===== config.mk =====
export PLATFORM = sky130hd
export DESIGN_NAME = afc_bank
export DESIGN_NICKNAME = d
export VERILOG_FILES = /design/src/rtl/afc_pkg.sv /design/src/rtl/afc_bank.sv /design/src/rtl/afc_step_window.sv
export SDC_FILE = /design/constraint.sdc
export NUM_CORES = 1
export LEC_CHECK = 0
export BUFFER_PORTS_ARGS = -buffer_cell sky130_fd_sc_hd__buf_2
export CAP_MARGIN = 20
export CORE_MARGIN = 10
export CORE_UTILIZATION = 50
export DETAILED_ROUTE_END_ITERATION = 16
export PLACE_DENSITY_LB_ADDON = 0.25
export SYNTH_ARGS = -nofsm -noshare
export SYNTH_HDL_FRONTEND = slang
export SYNTH_SLANG_ARGS = --single-unit

===== constraint.sdc =====
create_clock -name clk_sys_in -period 3.1 [get_ports clk_sys_in]
set_input_delay 0.155 -clock clk_sys_in [delete_from_list [all_inputs] [get_ports clk_sys_in]]
set_output_delay 0.155 -clock clk_sys_in [all_outputs]
set_load 0.01 [all_outputs]

===== src/rtl/afc_pkg.sv =====
// Purpose: Shared constants for the advanced function configuration bank.
// Assumes: 250 MHz system clock; 8-bit internal register port.
// Notes: Offsets are the byte addresses on the internal register port.
package afc_pkg;
  // ----------------------------------------------------------------------
  // Register offsets and reset values
  // ----------------------------------------------------------------------
  localparam logic [7:0] AFC_ADDR_WRITE_BYTE = 8'h33;
  localparam logic [7:0] AFC_ADDR_THRESHOLD = 8'h34;
  localparam logic [7:0] AFC_ADDR_WINDOW = 8'h3a;
  localparam logic [7:0] AFC_ADDR_CONTROL = 8'h3f;
  localparam logic [7:0] AFC_RST_WRITE_BYTE = 8'h00;
  localparam logic [7:0] AFC_RST_THRESHOLD = 8'h06;
  localparam logic [7:0] AFC_RST_WINDOW = 8'h00;
  localparam logic AFC_RST_ENABLE = 1'b1;
  localparam logic [7:0] AFC_ADDR_STEP = 8'h01;
  // ----------------------------------------------------------------------
  // Control register field positions
  // ----------------------------------------------------------------------
  localparam int AFC_BIT_BOOT = 7;
  localparam int AFC_BIT_SOFT_RESET = 6;
  localparam int AFC_BIT_RESERVED = 5;
  localparam int AFC_BIT_ENABLE = 4;
  localparam int AFC_BIT_HIGHPASS = 3;
  localparam int AFC_BIT_ADDR_INC = 2;
  localparam int AFC_BIT_I2C_DISABLE = 1;
  localparam int AFC_BIT_SPI_WIRE = 0;
  // ----------------------------------------------------------------------
  // Timing
  // ----------------------------------------------------------------------
  localparam int AFC_CLK_MHZ = 250;
  localparam int AFC_WINDOW_LSB_US = 1638400;
  localparam int AFC_WINDOW_LSB_CYCLES = AFC_WINDOW_LSB_US * AFC_CLK_MHZ;
  // ----------------------------------------------------------------------
  // Significant motion tracker states
  // ----------------------------------------------------------------------
  typedef enum logic [1:0] {
    AFC_SM_IDLE = 2'b00,
    AFC_SM_COUNT = 2'b01,
    AFC_SM_FIRED = 2'b11
  } afc_sm_state_t;
endpackage


===== src/rtl/afc_bank.sv =====
// Purpose: Advanced function configuration register bank.
// Assumes: Serial engine and main control register share this clock.
// Notes: Reads answer one cycle after the read strobe.
`timescale 1ns/1ps
`default_nettype none
module afc_bank
  import afc_pkg::*;
#(
  parameter int TICK_CYCLES = AFC_WINDOW_LSB_CYCLES
) (
  input wire logic clk_sys_in,
  input wire logic rstn_in,
  input wire logic ce_in,
  input wire logic [7:0] reg_addr_in,
  input wire logic reg_wr_in,
  input wire logic reg_rd_in,
  input wire logic [7:0] reg_wdata_in,
  output logic [7:0] reg_rdata_out,
  output logic reg_rvalid_out,
  output logic [7:0] reg_addr_next_out,
  input wire logic [7:0] main_ctrl_in,
  input wire logic main_ctrl_wr_in,
  output logic bank_mapped_out,
  output logic step_enable_out,
  output logic hub_enable_out,
  output logic highpass_output_select_out,
  output logic spi_wire_count_select_out,
  output logic i2c_disable_out,
  output logic addr_increment_out,
  output logic soft_reset_done_out,
  output logic boot_done_out,
  input wire logic slave_read_in,
  output logic [7:0] hub_write_byte_out,
  output logic hub_write_op_out,
  input wire logic location_change_in,
  input wire logic step_pulse_in,
  output logic sig_motion_irq_out,
  output logic step_recognized_out
);
  // ----------------------------------------------------------------------
  // Register file
  // ----------------------------------------------------------------------
  logic [7:0] wbyte_reg, wbyte_next;
  logic [7:0] thresh_reg, thresh_next;
  logic [7:0] window_reg, window_next;
  logic enable_reg, enable_next;
  logic [7:0] rdata_reg, rdata_next;
  logic rvalid_reg, rvalid_next;
  logic [7:0] anext_reg, anext_next;
  logic srst_prev_reg, srst_prev_next;
  logic boot_prev_reg, boot_prev_next;
  logic srst_done_reg, srst_done_next;
  logic boot_done_reg, boot_done_next;
  logic [7:0] ctrl_view;
  logic wr_hit;
  logic srst_rise;
  logic boot_rise;

  always_comb begin
    ctrl_view = main_ctrl_in;
    ctrl_view[AFC_BIT_RESERVED] = 1'b0;
    ctrl_view[AFC_BIT_ENABLE] = enable_reg;
  end

  assign wr_hit = reg_wr_in && enable_reg;
  assign srst_rise = main_ctrl_in[AFC_BIT_SOFT_RESET] && !srst_prev_reg;
  assign boot_rise = main_ctrl_in[AFC_BIT_BOOT] && !boot_prev_reg;

  always_comb begin
    wbyte_next = wbyte_reg;
    thresh_next = thresh_reg;
    window_next = window_reg;
    enable_next = enable_reg;
    rdata_next = rdata_reg;
    rvalid_next = 1'b0;
    anext_next = anext_reg;
    srst_prev_next = main_ctrl_in[AFC_BIT_SOFT_RESET];
    boot_prev_next = main_ctrl_in[AFC_BIT_BOOT];
    srst_done_next = 1'b0;
    boot_done_next = 1'b0;
    if (main_ctrl_wr_in) begin
      enable_next = main_ctrl_in[AFC_BIT_ENABLE];
    end
    if (wr_hit) begin
      case (reg_addr_in)
        AFC_ADDR_WRITE_BYTE: begin
          wbyte_next = reg_wdata_in;
        end
        AFC_ADDR_THRESHOLD: begin
          thresh_next = reg_wdata_in;
        end
        AFC_ADDR_WINDOW: begin
          window_next = reg_wdata_in;
        end
        AFC_ADDR_CONTROL: begin
          enable_next = reg_wdata_in[AFC_BIT_ENABLE];
        end
        default: begin
        end
      endcase
    end
    if (reg_rd_in) begin
      rvalid_next = 1'b1;
      rdata_next = 8'h00;
      if (enable_reg) begin
        case (reg_addr_in)
          AFC_ADDR_WRITE_BYTE: begin
            rdata_next = wbyte_reg;
          end
          AFC_ADDR_THRESHOLD: begin
            rdata_next = thresh_reg;
          end
          AFC_ADDR_WINDOW: begin
            rdata_next = window_reg;
          end
          AFC_ADDR_CONTROL: begin
            rdata_next = ctrl_view;
          end
          default: begin
            rdata_next = 8'h00;
          end
        endcase
      end
    end
    if (reg_rd_in || reg_wr_in) begin
      if (main_ctrl_in[AFC_BIT_ADDR_INC]) begin
        anext_next = reg_addr_in + AFC_ADDR_STEP;
      end else begin
        anext_next = reg_addr_in;
      end
    end
    // reboot reloads defaults
    // Factory values are fixed images here, so a reboot cannot fail midway.
    if (boot_rise) begin
      wbyte_next = AFC_RST_WRITE_BYTE;
      thresh_next = AFC_RST_THRESHOLD;
      window_next = AFC_RST_WINDOW;
      boot_done_next = 1'b1;
    end
    if (main_ctrl_in[AFC_BIT_SOFT_RESET]) begin
      wbyte_next = AFC_RST_WRITE_BYTE;
      thresh_next = AFC_RST_THRESHOLD;
      window_next = AFC_RST_WINDOW;
      enable_next = AFC_RST_ENABLE;
      srst_done_next = srst_rise;
    end
  end

  always_ff @(posedge clk_sys_in or negedge rstn_in) begin
    if (!rstn_in) begin
      wbyte_reg <= AFC_RST_WRITE_BYTE;
      thresh_reg <= AFC_RST_THRESHOLD;
      window_reg <= AFC_RST_WINDOW;
      enable_reg <= AFC_RST_ENABLE;
      rdata_reg <= 8'h00;
      rvalid_reg <= 1'b0;
      anext_reg <= 8'h00;
      srst_prev_reg <= 1'b0;
      boot_prev_reg <= 1'b0;
      srst_done_reg <= 1'b0;
      boot_done_reg <= 1'b0;
    end else if (ce_in) begin
      wbyte_reg <= wbyte_next;
      thresh_reg <= thresh_next;
      window_reg <= window_next;
      enable_reg <= enable_next;
      rdata_reg <= rdata_next;
      rvalid_reg <= rvalid_next;
      anext_reg <= anext_next;
      srst_prev_reg <= srst_prev_next;
      boot_prev_reg <= boot_prev_next;
      srst_done_reg <= srst_done_next;
      boot_done_reg <= boot_done_next;
    end
  end

  // ----------------------------------------------------------------------
  // Significant motion tracker
  // ----------------------------------------------------------------------
  afc_sm_state_t sm_reg, sm_next;
  logic [7:0] steps_reg, steps_next;
  logic irq_reg, irq_next;
  logic [8:0] steps_inc;

  assign steps_inc = {1'b0, steps_reg} + 9'h001;

  always_comb begin
    sm_next = sm_reg;
    steps_next = steps_reg;
    irq_next = 1'b0;
    if (!enable_reg) begin
      sm_next = AFC_SM_IDLE;
      steps_next = 8'h00;
    end else if (location_change_in) begin
      sm_next = AFC_SM_COUNT;
      steps_next = 8'h00;
    end else begin
      case (sm_reg)
        AFC_SM_IDLE: begin
        end
        AFC_SM_COUNT: begin
          if (step_pulse_in) begin
            steps_next = steps_inc[7:0];
            if (steps_inc >= {1'b0, thresh_reg}) begin
              irq_next = 1'b1;
              sm_next = AFC_SM_FIRED;
            end
          end
        end
        AFC_SM_FIRED: begin
        end
        default: begin
          sm_next = AFC_SM_IDLE;
        end
      endcase
    end
  end

  always_ff @(posedge clk_sys_in or negedge rstn_in) begin
    if (!rstn_in) begin
      sm_reg <= AFC_SM_IDLE;
      steps_reg <= 8'h00;
      irq_reg <= 1'b0;
    end else if (ce_in) begin
      sm_reg <= sm_next;
      steps_reg <= steps_next;
      irq_reg <= irq_next;
    end
  end

  // ----------------------------------------------------------------------
  // Step window and outputs
  // ----------------------------------------------------------------------
  afc_step_window #(
    .TICK_CYCLES(TICK_CYCLES)
  ) u_window (
    .clk_sys_in(clk_sys_in),
    .rstn_in(rstn_in),
    .ce_in(ce_in),
    .enable_in(enable_reg),
    .window_len_in(window_reg),
    .step_in(step_pulse_in),
    .step_recognized_out(step_recognized_out)
  );

  assign reg_rdata_out = rdata_reg;
  assign reg_rvalid_out = rvalid_reg;
  assign reg_addr_next_out = anext_reg;
  assign bank_mapped_out = enable_reg;
  assign step_enable_out = enable_reg;
  assign hub_enable_out = enable_reg;
  assign highpass_output_select_out = main_ctrl_in[AFC_BIT_HIGHPASS];
  assign spi_wire_count_select_out = main_ctrl_in[AFC_BIT_SPI_WIRE];
  assign i2c_disable_out = main_ctrl_in[AFC_BIT_I2C_DISABLE];
  assign addr_increment_out = main_ctrl_in[AFC_BIT_ADDR_INC];
  assign soft_reset_done_out = srst_done_reg;
  assign boot_done_out = boot_done_reg;
  assign hub_write_byte_out = wbyte_reg;
  assign hub_write_op_out = enable_reg && !slave_read_in;
  assign sig_motion_irq_out = irq_reg;
endmodule
`default_nettype wire


===== src/rtl/afc_step_window.sv =====
// Purpose: Step recognition window timer.
// Assumes: Step pulses come from logic on the same clock.
// Notes: A window length of zero accepts every step while enabled.
`timescale 1ns/1ps
`default_nettype none
module afc_step_window
  import afc_pkg::*;
#(
  parameter int TICK_CYCLES = AFC_WINDOW_LSB_CYCLES
) (
  input wire logic clk_sys_in,
  input wire logic rstn_in,
  input wire logic ce_in,
  input wire logic enable_in,
  input wire logic [7:0] window_len_in,
  input wire logic step_in,
  output logic step_recognized_out
);
  // ----------------------------------------------------------------------
  // Window counting
  // ----------------------------------------------------------------------
  logic [31:0] tick_reg, tick_next;
  logic [7:0] left_reg, left_next;
  logic recog_reg, recog_next;

  always_comb begin
    tick_next = tick_reg;
    left_next = left_reg;
    recog_next = 1'b0;
    if (!enable_in) begin
      tick_next = 32'h0000_0000;
      left_next = window_len_in;
    end else if (step_in) begin
      // A step restarts the window, so steady walking is never cut off.
      recog_next = (window_len_in == 8'h00) || (left_reg != 8'h00);
      tick_next = 32'h0000_0000;
      left_next = window_len_in;
    end else if (left_reg != 8'h00) begin
      if (tick_reg >= 32'(TICK_CYCLES - 1)) begin
        tick_next = 32'h0000_0000;
        left_next = left_reg - 8'h01;
      end else begin
        tick_next = tick_reg + 32'h0000_0001;
      end
    end
  end

  always_ff @(posedge clk_sys_in or negedge rstn_in) begin
    if (!rstn_in) begin
      tick_reg <= 32'h0000_0000;
      left_reg <= 8'h00;
      recog_reg <= 1'b0;
    end else if (ce_in) begin
      tick_reg <= tick_next;
      left_reg <= left_next;
      recog_reg <= recog_next;
    end
  end

  assign step_recognized_out = recog_reg;
endmodule
`default_nettype wire


==> impl_table.tex <==
\begin{tabular}{lr}
\hline
Metric & Value \\
\hline
\multicolumn{2}{l}{\textbf{Outcome}} \\
\quad Outcome & finished, final reports clean \\
\multicolumn{2}{l}{\textbf{Logic synthesis}} \\
\quad Area share of the leading cell type in the synthesized netlist & 0.451 \\
\quad Yosys warns & 0 \\
\quad Ranking of synthesized cells by instance count & sky130\_fd\_sc\_hd\_\_dfrtp\_1, sky130\_fd\_sc\_hd\_\_nand2\_1, sky130\_fd\_sc\_hd\_\_nor2\_1 \\
\quad Cell with the most instances after synthesis & sky130\_fd\_sc\_hd\_\_dfrtp\_1 \\
\quad Post-Syn Nets & 589 \\
\quad Mapped Cells & 540 \\
\quad Area of the mapped netlist & 5270 um2 \\
\quad Proportion of synthesized chip area in sequential cells & 0.466 \\
\quad Number of synthesized flops with an enable pin & 0 \\
\quad Synth Area per Inst & 9.75 um2 \\
\quad Fraction of registers with async set or reset after synthesis & 1.00 \\
\quad Leading post-synthesis cells by cell area & sky130\_fd\_sc\_hd\_\_dfrtp\_1, sky130\_fd\_sc\_hd\_\_mux2\_2, sky130\_fd\_sc\_hd\_\_nand2\_1 \\
\quad Synthesized flop and latch total & 98 \\
\quad Distinct cell type count after synthesis & 59 \\
\quad Flip-flop cell with the highest count after synthesis & sky130\_fd\_sc\_hd\_\_dfrtp\_1 \\
\quad Synth area leader & sky130\_fd\_sc\_hd\_\_dfrtp\_1 \\
\multicolumn{2}{l}{\textbf{Routing}} \\
\quad Drc violations & 0 \\
\quad Average wire length per cell after detail routing & 16.9 um \\
\quad Vias/cell & 5.71 \\
\quad Antenna Nets Post-Route & 0 \\
\quad Number of design-rule violations left by the first detailed-router iteration & 292 \\
\quad Total vias in the final route & 4271 \\
\quad Final routed wirelength across all metal layers & 12600 um \\
\quad First-pass iteration count of the detailed router & 5 \\
\multicolumn{2}{l}{\textbf{Worst setup path}} \\
\quad CP required & 3.40 ns \\
\quad Worst r2r dst & sm\_reg[0] \\
\quad CP Data Arrival Time & 3.01 ns \\
\quad Maximum fanout along the worst path & 6 \\
\quad Worst R2R Setup Slack & 0.39 ns \\
\quad Worst reg-to-reg path cell count & 11 \\
\quad Critical path class & reg -> reg \\
\quad Crit path largest cell delay & 0.43 ns \\
\quad Kind of end point of the critical path & flop \\
\quad Cell-by-cell trace of the critical path & and3\_1 -> nand3\_1 -> nor2\_1 -> xor2\_1 -> ha\_1 -> nand2\_1 -> o21ai\_0 -> a311oi\_1 -> o31a\_1 -> a31oi\_1 -> o211ai\_1 \\
\quad Crit path max-delay cell type & sky130\_fd\_sc\_hd\_\_dfrtp\_1 \\
\quad Start of the worst register-to-register path & steps\_reg[2] \\
\quad Worst setup SP type & flop \\
\multicolumn{2}{l}{\textbf{Pwr}} \\
\quad Worst voltage drop across the vdd grid & 0.266 mV \\
\quad Final Total Pwr & 2.80 mW \\
\quad Leakage Power & 2.84 nW \\
\quad Ratio of total power to cell area & 471 nW/um2 \\
\multicolumn{2}{l}{\textbf{Layout}} \\
\quad Antenna diode count & 0 \\
\quad Nets@finish & 656 \\
\quad Largest register FFs & 32 \\
\quad Layout cell share with drive strength beyond 1 & 0.214 \\
\quad Area Overhead vs Synth & 12.7\% \\
\multicolumn{2}{l}{\textbf{Clock network}} \\
\quad Clk buf depth & 2 \\
\quad Number of H-tree branching levels & 3 \\
\quad Quantity of gates resized following cts & 0 \\
\quad Clock Root Buffer & sky130\_fd\_sc\_hd\_\_clkbuf\_8 \\
\quad CTS tree & done \\
\quad Total clock buffers created by CTS & 9 \\
\quad Clock latency reported for the late side of the worst-skew pair & 0.37 ns \\
\quad Reg clk slew, reported paths & 0.10 ns \\
\quad Clk sinks & 98 \\
\multicolumn{2}{l}{\textbf{STA}} \\
\quad Final Hold Fails & 0 \\
\quad Setup repair after global routing missed its margin & false \\
\quad Slew of the pin with the lowest slew margin & 0.828 ns \\
\quad Max\_slew headroom & 0.444 \\
\quad Post-Route Setup TNS & 0 ns \\
\quad Final worst hold slack & 0.0539 ns \\
\quad Final Max Tran Viols & 0 \\
\quad Clock tree skew after final layout & 0.0153 ns \\
\quad Min cycle time layout & 2.71 ns \\
\quad Achievable clock frequency & 369 MHz \\
\quad Ratio of final minimum period to clock period & 0.874 \\
\quad Final setup violation count & 0 \\
\multicolumn{2}{l}{\textbf{GRT}} \\
\quad Overall overflow remaining after global route & 0 \\
\quad Pin count of the biggest net entering global routing & 61 \\
\quad Initial antenna violation count & 0 \\
\quad Wire length of the first global-routing pass & 21100 um \\
\quad Met2 track demand over resource in global routing & 0.291 \\
\quad Met3 track utilization from global routing & 0.0404 \\
\quad Top Usage Layer GRT & met2 \\
\quad Vias in the first global route & 4349 \\
\quad Combined global-route utilization of all metal layers & 0.172 \\
\quad Global routing met1 resource utilization & 0.213 \\
\multicolumn{2}{l}{\textbf{Placement}} \\
\quad Buffers added on ports & 68 \\
\quad Half-perimeter wire length after placement & 9380 um \\
\quad Final weighted congestion in routability-driven placement & 0.855 \\
\multicolumn{2}{l}{\textbf{Worst hold path}} \\
\quad Hold/Removal Path Class & in -> reg \\
\quad Startpoint of the tightest hold check path & main\_ctrl\_in[6] \\
\quad Min-Delay Endpoint & bank\_mapped\_out \\
\quad Worst hold path stage count & 3 \\
\multicolumn{2}{l}{\textbf{Floorplan}} \\
\quad Horizontal die dimension & 123 um \\
\quad Initial core utilization & 0.512 \\
\quad Vertical die dimension & 123 um \\
\quad Std cell rows & 37 \\
\quad Area of the die & 15000 um2 \\
\quad Core box area & 10300 um2 \\
\quad Top-level port count & 70 \\
\multicolumn{2}{l}{\textbf{Run}} \\
\quad Number of max-cap violations & 0 \\
\hline
\end{tabular}
-- worst max path at each step --
stage / start / end / slack (ns)
detailed placement: steps_reg[2] / sm_reg[0] / 0.48
CTS: steps_reg[2] / sm_reg[0] / 0.41
global route: steps_reg[2] / sm_reg[0] / 0.23
finish: steps_reg[2] / sm_reg[0] / 0.39
global placement: steps_reg[2] / sm_reg[0] / 0.65
floorplan: steps_reg[2] / sm_reg[0] / 0.88
-- stage by stage --
step	std cells	worst slack, ns	cell area, um2	util
2_1_floorplan	540	0.875	5270	-
3_3_place_gp	731	0.647	5730	0.558
3_5_place_dp	731	0.477	5730	0.558
4_1_cts	748	0.410	5940	0.578
5_1_grt	748	0.232	5940	0.578
6_report	748	0.389	5940	0.578
-- report_power, final --
part | leakage [nW] | total (mW) | internal [mW] | switching (mW)
Combinational | 1.45 | 0.478 | 0.196 | 0.282
Clock | 0.0941 | 0.851 | 0.380 | 0.471
Sequential | 1.30 | 1.47 | 1.38 | 0.0880
-- cells by family (layout without fill, tap and decap cells) --
family	after synthesis	after routing	share of synthesized area
simple gates	216	216	0.207
xor+xnor	31	31	0.0516
fa+ha+maj	16	16	0.0380
buf+inv	43	115	0.0368
mux	27	27	0.0573
flops	98	98	0.466
compound gates	109	109	0.143
-- worst max-delay path, delay by kind of cell (launching register included) --
family          cells  cell delay [ns]
xor+xnor            1             0.22
simple gates        4             0.66
flops               1             0.43
compound gates      5             1.04
fa+ha+maj           1             0.29
-- per-layer routing --
metal,wire (um),part of all wire
met1,5650,0.45
met2,6230,0.49
met3,546,0.043
met4,210,0.017
met5,0,0
-- layout by cell type, fill, tap and decap left out, types with 7 or more instances in the layout --
cell type / netlist / routed
sky130_fd_sc_hd__a21oi_1: 18 / 18
sky130_fd_sc_hd__ha_1: 16 / 16
sky130_fd_sc_hd__buf_2: 5 / 67
sky130_fd_sc_hd__nand3_1: 25 / 25
sky130_fd_sc_hd__mux2_2: 25 / 25
sky130_fd_sc_hd__nand4_1: 10 / 10
sky130_fd_sc_hd__xnor2_1: 12 / 12
sky130_fd_sc_hd__o21ai_0: 30 / 30
sky130_fd_sc_hd__buf_4: 7 / 10
sky130_fd_sc_hd__nor2_1: 41 / 41
sky130_fd_sc_hd__nor3_1: 8 / 8
sky130_fd_sc_hd__and2_1: 15 / 15
sky130_fd_sc_hd__dfrtp_1: 95 / 95
sky130_fd_sc_hd__nand2_1: 66 / 66
sky130_fd_sc_hd__a222oi_1: 7 / 7
sky130_fd_sc_hd__inv_1: 21 / 21
sky130_fd_sc_hd__and3_1: 15 / 15
sky130_fd_sc_hd__clkbuf_8: 0 / 9
sky130_fd_sc_hd__xor2_1: 19 / 19
-- final cells by class --
type / count / area (um2)
Multi-Input combinational cell: 399 / 2620
Fill cell: 924 / 4340
Tap cell: 136 / 170
Inverter: 21 / 78.8
Sequential cell: 98 / 2460
Clock inverter: 5 / 63.8
Clock buffer: 11 / 131
Timing Repair Buffer: 78 / 420
-- repair_timing --
action | CTS | global route
hold buffers | 1 | 0
setup buffers | 0 | 0
endpoints found under the hold margin | 57 | 0
Power figures use the tool's default switching activity.
